===== config.mk =====
export PLATFORM = sky130hd
export DESIGN_NAME = watchdog_ctrl_status_clocksel
export DESIGN_NICKNAME = d
export VERILOG_FILES = /design/src/design/wdt_pkg.sv /design/src/design/wdt_channel.sv /design/src/design/watchdog_ctrl_status_clocksel.sv
export VERILOG_INCLUDE_DIRS = /design/src /design/src/design
export SDC_FILE = /design/constraint.sdc
export NUM_CORES = 1
export LEC_CHECK = 0
export BUFFER_PORTS_ARGS = -buffer_cell sky130_fd_sc_hd__buf_2
export CORE_ASPECT_RATIO = 1.1
export CORE_MARGIN = 1.5
export CORE_UTILIZATION = 40
export CTS_CLUSTER_DIAMETER = 100
export DETAILED_ROUTE_END_ITERATION = 8
export GPL_ROUTABILITY_DRIVEN = 0
export PLACE_DENSITY_LB_ADDON = 0.2
export SLEW_MARGIN = 25
export SYNTH_ARGS = -nofsm -noshare
export SYNTH_HDL_FRONTEND = slang
export SYNTH_HIERARCHICAL = 1
export SYNTH_SLANG_ARGS = --single-unit
export TNS_END_PERCENT = 20

===== constraint.sdc =====
create_clock -name clock_i -period 8.3 [get_ports clock_i]
set_input_delay 0 -clock clock_i [delete_from_list [all_inputs] [get_ports clock_i]]
set_output_delay 0 -clock clock_i [all_outputs]
set_load 0.02 [all_outputs]

===== src/design/wdt_defines.svh =====
// Constants for the two-channel watchdog / interval timer
`ifndef WDT_DEFINES_SVH
`define WDT_DEFINES_SVH

`define CS_OVF       7
`define CS_MODE      6
`define CS_EN        5
`define CS_PSS       4
`define CS_RSEL      3
`define CS_DIV_HI    2
`define CS_DIV_LO    0
`define CS_RESET     8'h00
`define CNT_MAX      8'hff
`define CNT_ZERO     8'h00
`define CNT_ONE      8'h01

`define KEY_COUNT    8'h5a
`define KEY_CTRL     8'ha5
`define KEY_HI       15
`define KEY_LO       8
`define SEL_WORD     4'h3

`define ADR_CS0      5'h00
`define ADR_CNT0     5'h04
`define ADR_CS1      5'h08
`define ADR_CNT1     5'h0c
`define ADR_IRQ_STAT 5'h10
`define ADR_IRQ_CLR  5'h14
`define ADR_IRQ_EN   5'h18

`define IRQ_OVF0     0
`define IRQ_OVF1     1
`define IRQ_NMI      2
`define IRQ_IRST     3
`define IRQ_RESET    4'h0

`define IRST_CLOCKS  10'h206
`define RESET_OUT_N_STATES  10'h084
`define SEQ_ONE      10'h001
`define SEQ_ZERO     10'h000

`define MAIN_PRE_W   17
`define SUB_PRE_W    8
`define DIV_L0       5'h01
`define DIV_L1       5'h06
`define DIV_L2       5'h07
`define DIV_L3       5'h09
`define DIV_L4       5'h0b
`define DIV_L5       5'h0d
`define DIV_L6       5'h0f
`define DIV_L7       5'h11

`endif


===== src/design/wdt_pkg.sv =====
// Types shared by the watchdog timer modules
package wdt_pkg;
  typedef logic [7:0] reg8_t;
  typedef logic [2:0] div_code_t;
  // Gray coded along idle -> both -> tail; tail -> idle flips both bits
  typedef enum logic [1:0] {
    RS_IDLE = 2'b00,
    RS_BOTH = 2'b01,
    RS_TAIL = 2'b11
  } rst_seq_t;
endpackage


===== src/design/wdt_channel.sv =====
// One watchdog channel: counter, control/status byte and overflow flag
`timescale 1ns/100ps
`include "wdt_defines.svh"
module wdt_channel #(
  parameter bit HAS_PSS = 1'b0
) (
  // Clock and reset
  input  wire logic      clock_i,
  input  wire logic      rst_n_i,
  // Register access strobes
  input  wire logic      cs_wr_i,
  input  wire logic      cnt_wr_i,
  input  wire logic      cs_rd_i,
  input  wdt_pkg::reg8_t wdata_i,
  // Timing
  input  wire logic      tick_i,
  input  wire logic      irst_clr_i,
  // State
  output wdt_pkg::reg8_t cs_o,
  output wdt_pkg::reg8_t count_o,
  output logic           ovf_set_o
);
  import wdt_pkg::*;

  reg8_t cs_q;
  reg8_t cs_d;
  reg8_t cnt_q;
  reg8_t cnt_d;
  logic  armed_q;
  logic  armed_d;
  logic  ovf_clr;
  logic  en;

  assign en = cs_q[`CS_EN];

  always_comb begin
    ovf_set_o = tick_i && en && (cnt_q == `CNT_MAX) && !cnt_wr_i;
    ovf_clr   = 1'b0;
    if (irst_clr_i) begin
      ovf_clr = 1'b1;
    end
    if (cs_wr_i && !wdata_i[`CS_EN]) begin
      ovf_clr = 1'b1;
    end
    if (cs_wr_i && !wdata_i[`CS_OVF] && armed_q) begin
      ovf_clr = 1'b1;
    end
    cs_d = cs_q;
    if (cs_wr_i) begin
      cs_d = wdata_i;
      if (!HAS_PSS) begin
        cs_d[`CS_PSS] = 1'b0;
      end
    end
    cs_d[`CS_OVF] = ovf_set_o || (cs_q[`CS_OVF] && !ovf_clr);
    armed_d = cs_d[`CS_OVF] && ((armed_q && !cs_wr_i) || (cs_rd_i && cs_q[`CS_OVF]));
    if (!en || (cs_wr_i && !wdata_i[`CS_EN])) begin
      cnt_d = `CNT_ZERO;
    end else if (cnt_wr_i) begin
      cnt_d = wdata_i;
    end else if (tick_i) begin
      cnt_d = cnt_q + `CNT_ONE;
    end else begin
      cnt_d = cnt_q;
    end
  end

  always_ff @(posedge clock_i) begin
    if (!rst_n_i) begin
      cs_q    <= `CS_RESET;
      cnt_q   <= `CNT_ZERO;
      armed_q <= 1'b0;
    end else begin
      cs_q    <= cs_d;
      cnt_q   <= cnt_d;
      armed_q <= armed_d;
    end
  end

  assign cs_o    = cs_q;
  assign count_o = cnt_q;
endmodule


===== src/design/watchdog_ctrl_status_clocksel.sv =====
// Two-channel watchdog / interval timer with Wishbone register access
`timescale 1ns/100ps
`include "wdt_defines.svh"
module watchdog_ctrl_status_clocksel (
  // Clock and reset
  input  wire logic        clock_i,
  input  wire logic        rst_n_i,
  // Wishbone classic slave
  input  wire logic        wb_cyc_i,
  input  wire logic        wb_stb_i,
  input  wire logic        wb_we_i,
  input  wire logic [4:0]  wb_adr_i,
  input  wire logic [3:0]  wb_sel_i,
  input  wire logic [31:0] wb_dat_i,
  output logic      [31:0] wb_dat_o,
  output logic             wb_ack_o,
  // Sub-clock pin
  input  wire logic        sub_clk_i,
  // Overflow actions
  output logic             chip_reset_o,
  output logic             reset_out_n_o,
  output logic             nmi_o,
  output logic      [1:0]  interval_overflow_irq_o,
  output logic             irq_o
);
  import wdt_pkg::*;

  // Tap mask for the main-clock prescaler, shared by both channels
  function automatic logic [`MAIN_PRE_W-1:0] main_mask(input div_code_t code);
    logic [4:0] k;
    case (code)
      3'h0:    k = `DIV_L0;
      3'h1:    k = `DIV_L1;
      3'h2:    k = `DIV_L2;
      3'h3:    k = `DIV_L3;
      3'h4:    k = `DIV_L4;
      3'h5:    k = `DIV_L5;
      3'h6:    k = `DIV_L6;
      default: k = `DIV_L7;
    endcase
    main_mask = ~({`MAIN_PRE_W{1'b1}} << k);
  endfunction

  function automatic logic tap_hit(input logic [`MAIN_PRE_W-1:0] cnt, input logic [`MAIN_PRE_W-1:0] mask);
    tap_hit = (cnt & mask) == mask;
  endfunction

  logic        ack_q;
  logic        ack_d;
  logic [31:0] dat_q;
  logic [31:0] dat_d;
  logic        req;
  logic        commit;
  logic        wr;
  logic        word_ok;
  logic [7:0]  key;
  reg8_t       wbyte;
  reg8_t       cs0;
  reg8_t       cs1;
  reg8_t       cnt0;
  reg8_t       cnt1;
  logic [3:0]  stat_q;
  logic [3:0]  stat_d;
  logic [3:0]  ien_q;
  logic [3:0]  ien_d;

  assign req     = wb_cyc_i && wb_stb_i;
  // Writes and read side effects land on the edge where the master sees ack
  assign commit  = req && ack_q;
  assign wr      = commit && wb_we_i;
  assign word_ok = (wb_sel_i & `SEL_WORD) == `SEL_WORD;
  assign key     = wb_dat_i[`KEY_HI:`KEY_LO];
  assign wbyte   = wb_dat_i[7:0];

  always_comb begin
    ack_d = req && !ack_q;
    dat_d = dat_q;
    if (req && !ack_q) begin
      case (wb_adr_i)
        `ADR_CS0:      dat_d = {24'h000000, cs0};
        `ADR_CNT0:     dat_d = {24'h000000, cnt0};
        `ADR_CS1:      dat_d = {24'h000000, cs1};
        `ADR_CNT1:     dat_d = {24'h000000, cnt1};
        `ADR_IRQ_STAT: dat_d = {28'h0000000, stat_q};
        `ADR_IRQ_EN:   dat_d = {28'h0000000, ien_q};
        default:       dat_d = 32'h00000000;
      endcase
    end
  end

  always_ff @(posedge clock_i) begin
    if (!rst_n_i) begin
      ack_q <= 1'b0;
      dat_q <= 32'h00000000;
    end else begin
      ack_q <= ack_d;
      dat_q <= dat_d;
    end
  end

  assign wb_ack_o = ack_q;
  assign wb_dat_o = dat_q;
  logic cs_wr0;
  logic cs_wr1;
  logic cnt_wr0;
  logic cnt_wr1;
  logic cs_rd0;
  logic cs_rd1;
  assign cs_wr0  = wr && word_ok && wb_adr_i == `ADR_CS0 && key == `KEY_CTRL;
  assign cnt_wr0 = wr && word_ok && wb_adr_i == `ADR_CS0 && key == `KEY_COUNT;
  assign cs_wr1  = wr && word_ok && wb_adr_i == `ADR_CS1 && key == `KEY_CTRL;
  assign cnt_wr1 = wr && word_ok && wb_adr_i == `ADR_CS1 && key == `KEY_COUNT;
  assign cs_rd0  = commit && !wb_we_i && wb_adr_i == `ADR_CS0;
  assign cs_rd1  = commit && !wb_we_i && wb_adr_i == `ADR_CS1;

  // Three stages; a level counts only once stages two and three agree
  logic sync1_q;
  logic sync2_q;
  logic sync3_q;
  logic sub_lvl_q;
  logic sub_lvl_d;
  logic sub_edge;

  always_comb begin
    sub_lvl_d = (sync2_q == sync3_q) ? sync3_q : sub_lvl_q;
  end
  assign sub_edge = sub_lvl_d && !sub_lvl_q;

  always_ff @(posedge clock_i) begin
    if (!rst_n_i) begin
      sync1_q   <= 1'b0;
      sync2_q   <= 1'b0;
      sync3_q   <= 1'b0;
      sub_lvl_q <= 1'b0;
    end else begin
      sync1_q   <= sub_clk_i;
      sync2_q   <= sync1_q;
      sync3_q   <= sync2_q;
      sub_lvl_q <= sub_lvl_d;
    end
  end

  // Free running, so a divider change mid-count may give one short period
  logic [`MAIN_PRE_W-1:0] pre_q;
  logic [`MAIN_PRE_W-1:0] pre_d;
  logic [`SUB_PRE_W-1:0]  spre_q;
  logic [`SUB_PRE_W-1:0]  spre_d;
  logic [`SUB_PRE_W-1:0]  smask;
  logic [3:0]             sk;
  logic                   tick0;
  logic                   tick1;
  logic                   mtick0;
  logic                   mtick1;
  logic                   stick1;

  always_comb begin
    pre_d  = pre_q + {{(`MAIN_PRE_W-1){1'b0}}, 1'b1};
    spre_d = sub_edge ? spre_q + `CNT_ONE : spre_q;
  end

  always_ff @(posedge clock_i) begin
    if (!rst_n_i) begin
      pre_q  <= {`MAIN_PRE_W{1'b0}};
      spre_q <= `CNT_ZERO;
    end else begin
      pre_q  <= pre_d;
      spre_q <= spre_d;
    end
  end

  assign mtick0 = tap_hit(pre_q, main_mask(cs0[`CS_DIV_HI:`CS_DIV_LO]));
  assign mtick1 = tap_hit(pre_q, main_mask(cs1[`CS_DIV_HI:`CS_DIV_LO]));
  assign sk     = {1'b0, cs1[`CS_DIV_HI:`CS_DIV_LO]} + 4'h1;
  assign smask  = ~(`CNT_MAX << sk);
  assign stick1 = sub_edge && ((spre_q & smask) == smask);
  assign tick0  = mtick0;
  assign tick1  = cs1[`CS_PSS] ? stick1 : mtick1;

  logic ovf_set0;
  logic ovf_set1;
  logic irst_active;
  wdt_channel #(.HAS_PSS (1'b0)) u_ch0 (
    .clock_i    (clock_i),
    .rst_n_i    (rst_n_i),
    .cs_wr_i    (cs_wr0),
    .cnt_wr_i   (cnt_wr0),
    .cs_rd_i    (cs_rd0),
    .wdata_i    (wbyte),
    .tick_i     (tick0),
    .irst_clr_i (irst_active),
    .cs_o       (cs0),
    .count_o    (cnt0),
    .ovf_set_o  (ovf_set0)
  );
  wdt_channel #(.HAS_PSS (1'b1)) u_ch1 (
    .clock_i    (clock_i),
    .rst_n_i    (rst_n_i),
    .cs_wr_i    (cs_wr1),
    .cnt_wr_i   (cnt_wr1),
    .cs_rd_i    (cs_rd1),
    .wdata_i    (wbyte),
    .tick_i     (tick1),
    .irst_clr_i (irst_active),
    .cs_o       (cs1),
    .count_o    (cnt1),
    .ovf_set_o  (ovf_set1)
  );

  assign interval_overflow_irq_o[0] = cs0[`CS_OVF] && !cs0[`CS_MODE];
  assign interval_overflow_irq_o[1] = cs1[`CS_OVF] && !cs1[`CS_MODE];

  logic     rst_req;
  logic     nmi_req;
  logic     nmi_q;
  rst_seq_t seq_q;
  rst_seq_t seq_d;
  logic [9:0] seq_cnt_q;
  logic [9:0] seq_cnt_d;
  assign rst_req = (ovf_set0 && cs0[`CS_MODE] && cs0[`CS_RSEL]) || (ovf_set1 && cs1[`CS_MODE] && cs1[`CS_RSEL]);
  assign nmi_req = (ovf_set0 && cs0[`CS_MODE] && !cs0[`CS_RSEL]) || (ovf_set1 && cs1[`CS_MODE] && !cs1[`CS_RSEL]);

  always_comb begin
    seq_d     = seq_q;
    seq_cnt_d = seq_cnt_q;
    case (seq_q)
      RS_IDLE: begin
        seq_cnt_d = `SEQ_ZERO;
        if (rst_req) begin
          seq_d = RS_BOTH;
        end
      end
      RS_BOTH: begin
        seq_cnt_d = seq_cnt_q + `SEQ_ONE;
        if (seq_cnt_q == `RESET_OUT_N_STATES - `SEQ_ONE) begin
          seq_d = RS_TAIL;
        end
      end
      RS_TAIL: begin
        seq_cnt_d = seq_cnt_q + `SEQ_ONE;
        if (seq_cnt_q == `IRST_CLOCKS - `SEQ_ONE) begin
          seq_d = RS_IDLE;
        end
      end
      default: begin
        seq_d     = RS_IDLE;
        seq_cnt_d = `SEQ_ZERO;
      end
    endcase
  end

  always_ff @(posedge clock_i) begin
    if (!rst_n_i) begin
      seq_q     <= RS_IDLE;
      seq_cnt_q <= `SEQ_ZERO;
      nmi_q     <= 1'b0;
    end else begin
      seq_q     <= seq_d;
      seq_cnt_q <= seq_cnt_d;
      nmi_q     <= nmi_req;
    end
  end

  // A further overflow during the sequence does not restart it
  assign irst_active   = seq_q != RS_IDLE;
  assign chip_reset_o  = irst_active;
  assign reset_out_n_o = seq_q != RS_BOTH;
  assign nmi_o         = nmi_q;

  always_comb begin
    stat_d = stat_q;
    ien_d  = ien_q;
    if (wr && wb_adr_i == `ADR_IRQ_CLR) begin
      stat_d = stat_q & ~wb_dat_i[3:0];
    end
    if (wr && wb_adr_i == `ADR_IRQ_EN) begin
      ien_d = wb_dat_i[3:0];
    end
    // New events win over a clear in the same cycle
    stat_d[`IRQ_OVF0] = stat_d[`IRQ_OVF0] || ovf_set0;
    stat_d[`IRQ_OVF1] = stat_d[`IRQ_OVF1] || ovf_set1;
    stat_d[`IRQ_NMI]  = stat_d[`IRQ_NMI] || nmi_req;
    stat_d[`IRQ_IRST] = stat_d[`IRQ_IRST] || (rst_req && !irst_active);
  end

  always_ff @(posedge clock_i) begin
    if (!rst_n_i) begin
      stat_q <= `IRQ_RESET;
      ien_q  <= `IRQ_RESET;
    end else begin
      stat_q <= stat_d;
      ien_q  <= ien_d;
    end
  end

  assign irq_o = |(stat_q & ien_q);
endmodule


# Word level (Yosys, flattened, before mapping)
# Index checks and enable logic that the tools add are counted.
[totals]
word_cells = 184
inputBits = 47
out_inout_bits = 39
ff_bits = 116
[classes]
n_bitwise = 10
add_sub_neg = 6
n_shift = 3
eq_ne = 35
n_reduce_logical = 90
n_mux = 19
[op_table]
columns = ["operator", "n"]
rows = [
  ["$pmux W5 S7", 2],
  ["$pmux W8 S6", 1],
  ["$logic_and A1 B1 Y1", 47],
  ["$and A17 B17 Y17", 2],
  ["$eq A17 B17 Y1", 2],
  ["$not A17 Y17", 2],
  ["$shl A17 B5 Y17 const A", 2],
  ["$mux W8", 4],
  ["$add A8 B1 Y8 const B", 3],
  ["$eq A8 B8 Y1 const B", 3],
  ["$eq A3 B3 Y1 const B", 6],
  ["$logic_not A1 Y1", 18],
  ["$add A17 B1 Y17 const B", 1],
  ["$eq A5 B5 Y1 const B", 3],
  ["$eq A3 B2 Y1 const B", 4],
  ["$logic_or A1 B1 Y1", 12],
  ["$add A10 B1 Y10 const B", 1],
  ["$eq A10 B10 Y1 const B", 1],
  ["$eq A10 B8 Y1 const B", 1],
  ["$eq A5 B4 Y1 const B", 2],
  ["$and A4 B4 Y4", 2],
  ["$and A8 B8 Y8", 1],
  ["$eq A8 B7 Y1 const B", 1],
  ["$eq A8 B8 Y1", 1],
  ["other kinds (24)", 41],
]

# Depth between registers and ports, before layout
[logic_depth]
ltp_word = 15
depth_mapped = 15
depth_no_buf = 14

# Modules after synthesis
# Netlist, hierarchy kept.
[modules_own_cells]
columns = ["module", "cells_per_inst", "area_per_inst_um2", "instances", "seq_area_each_um2"]
rows = [
  ["watchdog_ctrl_status_clocksel", 419, 3545.9, 1, 1181.1],
  ["wdt_channel (u_ch1)", 86, 829.5, 1, 340.3],
  ["wdt_channel (u_ch0)", 85, 758.2, 1, 320.3],
]

# Worst setup path after synthesis
# Ideal clock, no wire load.
[synth_timing]
kind = "register -> register"
from = "register u_ch1.cs_q[0] (netlist: u_ch1/cs_o[0])"
to = "register stat_q[2]"
path_stages_with_launch = 15
path_buffers = 1
setup_ps = 58
synth_period_minus_slack_ps = 2605
t_arrival_ps = 2547
required_ps = 8242
setup_slack_ps = 5695
path_cell_list = "dfxtp_1 > inv_1 > ha_1 > a21o_1 > a221o_1 > a221oi_2 > o2111ai_1 > nand3_1 > buf_2 > nand2_2 > nor3_4 > nand2_1 > o22ai_1 > and2_1 > a31o_2"
[synth_between]
elab_chain_len = 14
elab_cells_between_ends = 26
classes_between = "add/sub (1); eq/ne (8); shift (2); mux (2); bitwise (4); reduce/logical (9)"
[synth_rtl]
columns = ["item", "line_no", "rtl"]
rows = [
  ["start: declaration", "wdt_channel.sv:25", "reg8_t cs_q;"],
  ["start signal: assignment", "wdt_channel.sv:70", "cs_q <= `CS_RESET;"],
  ["start signal: assignment", "wdt_channel.sv:74", "cs_q <= cs_d;"],
  ["$eq A3 B3 Y1, or another cell as far along", "watchdog_ctrl_status_clocksel.sv:31", "case (code)"],
  ["$pmux W5 S7 or $shl A8 B4 Y8 (tied branches)", "--", ""],
  ["$shl A17 B5 Y17 or $not A8 Y8 (tied branches)", "watchdog_ctrl_status_clocksel.sv:41, watchdog_ctrl_status_clocksel.sv:174", ""],
  ["$not A17 Y17 or $and A8 B8 Y8 (tied branches)", "watchdog_ctrl_status_clocksel.sv:41, watchdog_ctrl_status_clocksel.sv:175", ""],
  ["$and A17 B17 Y17 or $eq A8 B8 Y1 (tied branches)", "watchdog_ctrl_status_clocksel.sv:45, watchdog_ctrl_status_clocksel.sv:175", ""],
  ["$eq A17 B17 Y1 or $logic_and A1 B1 Y1 (tied branches)", "watchdog_ctrl_status_clocksel.sv:45, watchdog_ctrl_status_clocksel.sv:175", ""],
  ["$mux W1 *", "watchdog_ctrl_status_clocksel.sv:177", "assign tick1 = cs1[`CS_PSS] ? stick1 : mtick1;"],
  ["named net tick1", "watchdog_ctrl_status_clocksel.sv:151", "logic tick1;"],
  ["$logic_and A1 B1 Y1 * (3 in series)", "wdt_channel.sv:37", "ovf_set_o = tick_i && en && (cnt_q == `CNT_MAX) && !cnt_wr_i;"],
  ["named net ovf_set1", "watchdog_ctrl_status_clocksel.sv:180", "logic ovf_set1;"],
  ["$logic_and A1 B1 Y1 * (2 in series)", "watchdog_ctrl_status_clocksel.sv:220", "assign nmi_req = (ovf_set0 && cs0[`CS_MODE] && !cs0[`CS_RSEL]) || (ovf_set1 && cs1[`CS_MODE] && !cs1[`CS_RSEL] ..."],
  ["$logic_or A1 B1 Y1 *", "watchdog_ctrl_status_clocksel.sv:220", ""],
  ["$logic_or A1 B1 Y1 *", "watchdog_ctrl_status_clocksel.sv:281", "stat_d[`IRQ_NMI] = stat_d[`IRQ_NMI] || nmi_req;"],
  ["end signal: assignment", "watchdog_ctrl_status_clocksel.sv:287", "stat_q <= `IRQ_RESET;"],
  ["end signal: assignment", "watchdog_ctrl_status_clocksel.sv:290", "stat_q <= stat_d;"],
  ["end: declaration", "watchdog_ctrl_status_clocksel.sv:62", "logic [3:0] stat_q;"],
]
# Mark *: on every way through the listed nets, which the timed path passes. The rest lies on a longest branch.
# A chain may end at the register's enable or synchronous reset.

# Worst setup path in the final report
[layout_timing]
from = "register u_ch1.cs_q[1] (netlist: u_ch1/cs_o[1])"
to = "register stat_q[2]"
# Same word-level chain as after synthesis.

==> run summary <==
Critical Path RT - 8.59 ns
Root buffer cell - clkbuf_16
Pwr Density - 161 nW/um2
Placed cell count - 771
Endpoint class of the critical path - register
Synth area leaders - dfxtp_1 36%, xnor2_1 4.9%, mux2i_1 4.9%
Vias - 4,145
Combinational share of power - 5.6%
Top cells by count, synth - 92 x dfxtp_1, 47 x nand2_1, 40 x nor2_1
Clock Path Buffers - 2
Syn Std Cell Area - 5130 um2
CP arrival - 3.56 ns
Mux share of post-synthesis cell area - 5.09%
Fmax - 306 MHz
Site row count - 43
Worst Path Max Fanout - 7
Status - complete, no violations
Final Instance Area - 5690 um2
Die X - 111 um
Io pins - 86
Sw Pwr - 0.207 mW
Relative slew slack - 35.9%
Sw Share - 22.6%
DIE AREA - 13,500 um2
Core area - 12,600 um2
Post-synthesis async set-or-reset flop share - 0%
Final setup viols - 0
Initial core utilization - 40.8%
Share of layout cells above drive strength 1 - 13.1%
Overflow after GRT - 0
Main synth FF type - dfxtp_1
Setup TNS - 0 ns
Area fraction of the dominant cell type after synthesis - 35.9%
Hold WC Path Type - in2reg
Synth Area in Compound Gates - 15.3%
Post-Synthesis Cells - 590
Tcrit/Tclk final - 39.4%
Via-to-Cell Ratio - 5.25
RSZ-0062 raised after global routing - no
Flops & latches, synth - 92
Initial antenna violation count - 0
Xor-xnor portion of the synthesized cell area - 7.34%
Die Y - 122 um
CP Launch Point - u_ch1/cs_o[1]$_SDFFE_PN0P_
CTS tree - done
DRC Markers - 0
GRT Overall Usage - 18.4%
Post-DP HPWL - 8640 um
Area share of fa/ha/maj cells after synthesis - 3.41%
Antenna cells - 0
WL/cell - 15.1 um
First-pass GRT wire length - 19,700 um
Post-synth EDFFs - 0
CP Class - reg2reg
Pleak - 2.16 nW
Synthesized area per cell - 8.70 um2
Seq pwr share - 49.1%
H-tree levels - 3
Starting DRT DRC Count - 167
Drt total wl - 11,900 um
Vias in the first global route - 3,915
Largest family of logic cells by synthesized area - simple AND/OR/NAND/NOR gates
CP startpoint kind - register
Worst flop-to-flop path startpoint - u_ch1/cs_o[1]$_SDFFE_PN0P_
Internal Dissipation - 0.708 mW
Actual slew at the worst max-slew pin - 0.958 ns
Clk_lat worst skew - 0.34 ns
Post-synth cell types - 70
Filler-free cell count of the finished design - 789
Final Hold Vio Count - 0
Most common cell in the netlist - dfxtp_1
Port Buf Inserts - 43
Clk sinks - 92
Ys Warns - 6
Largest net degree at the start of global routing - 69
Hold path start - wb_dat_i[6]
Final ANT Viol Nets - 0
Clock Pin Slew Worst Setup and Hold Paths - 0.06 ns
Max-cap viol count - 0
Worst Skew - 0.00600 ns
Synth area leader - dfxtp_1
Max-slew violations - 0
Final Critical Period - 3.27 ns
Area Growth Syn to Fin - 10.8%
Maximum vdd drop - 0.0000794 V
Post-synthesis sequential area ratio - 35.9%
Num CTS Buffers - 9
Clock share of power - 45.3%
Drt pass-1 iters - 4
Nets@finish - 688
Simple-gate share of the synthesized area - 25.9%
DP Area - 5360 um2
-- final timing paths --
path | to | slack, ns | depth (start not counted)
worst min register to register | sync2_q$_SDFF_PN0_ | 0.43 | 1
worst max-delay path | stat_q[2]$_SDFF_PN0_ | 5.03 | 13
worst max register to register | stat_q[2]$_SDFF_PN0_ | 5.03 | 13
worst min-delay path | u_ch1/cs_o[6]$_SDFFE_PN0P_ | 0.01 | 3
-- cells in the final DEF (no fill, tap or decap), types with 11 or more instances in the layout --
master   synthesis  routed
mux2i_1         25      25
a21oi_1         32      32
nand4_1         15      15
xnor2_1         29      29
and2_1          33      33
nor2_1          40      39
a22oi_1         14      14
xor2_1          14      14
ha_1            14      14
o21ai_0         11      11
inv_1           21      21
dfxtp_1         92      92
o21a_1          11      11
nor2b_1         28      28
conb_1           2      25
nand2_1         47      47
nand3_1         23      23
buf_2            7      42
-- final cells by class --
cell class / count / area [um2]
tap: 157 / 196
sequential: 92 / 1840
multi-input combinational: 457 / 3030
fill: 1249 / 6900
timing repair buffer: 45 / 238
inverter: 22 / 82.6
clock buffer: 11 / 253
clock inverter: 5 / 50.0
-- through the flow --
step | power, mW | worst slack, ns | util (%) | hold slack, ns
floorplan | 0.498 | 5.70 | - | 0.125
global placement | 0.509 | 5.14 | 42.6 | 0.215
detailed placement | 0.509 | 5.11 | 42.6 | 0.214
CTS | 0.926 | 5.08 | 45.1 | 0.00278
global route | 0.950 | 4.84 | 45.2 | 0.0217
finish | 0.915 | 5.03 | 45.2 | 0.0138
-- cells by family (layout without fill, tap and decap cells) --
kind of cell | Yosys count | count (layout)
buf+inv | 64 | 83
flops | 92 | 92
mux | 26 | 26
other cells | 2 | 25
xor+xnor | 43 | 43
simple gates | 238 | 238
compound gates | 111 | 111
fa+ha+maj | 14 | 14
-- flip-flops by register name, indices dropped and copies added (netlist names) --
signal,cells
u_ch0/armed_q,1
wb_ack_o,1
ien_q,4
u_ch1/armed_q,1
spre_q,8
nmi_o,1
u_ch1/cs_o,8
u_ch0/count_o,8
sync1_q,1
u_ch0/cs_o,7
pre_q,17
seq_q,2
wb_dat_o,8
stat_q,4
sub_lvl_q,1
sync3_q,1
u_ch1/count_o,8
sync2_q,1
seq_cnt_q,10
-- routing by layer --
metal  global-route usage (%)  vias to the layer above  wire length (um)
li1                         -                     2110                 -
met1                     22.6                     1958              5370
met2                     32.2                       62              5950
met3                     3.13                       15               413
met4                     7.12                        0               210
met5                        0                        -                 0
-- critical path: stages (launching register included) --
cell and delay, ns:
dfxtp_1 0.45, inv_1 0.12, ha_1 0.25, inv_1 0.13
mux2_2 0.36, a211oi_1 0.31, o2111ai_1 0.17, nand3_1 0.37
nand2_2 0.17, nor3_4 0.33, nand2_1 0.09, o22ai_1 0.15
and2_1 0.19, a31o_2 0.11
-- power by group through the flow --
stage	logic (mW)	registers (mW)	clock network (mW)
detailed placement	0.0504	0.459	0
global placement	0.0497	0.459	0
CTS	0.0514	0.449	0.426
global route	0.0559	0.449	0.445
floorplan	0.0391	0.459	0
finish	0.0514	0.449	0.415
-- repair_timing --
action,4_1_cts,5_1_grt
setup endpoints to repair,0,0
buffers inserted,0,0
hold buffers,2,0
resized for setup,0,0
hold endpoints to repair,4,0
No activity file was read; power rests on OpenSTA's default activity.
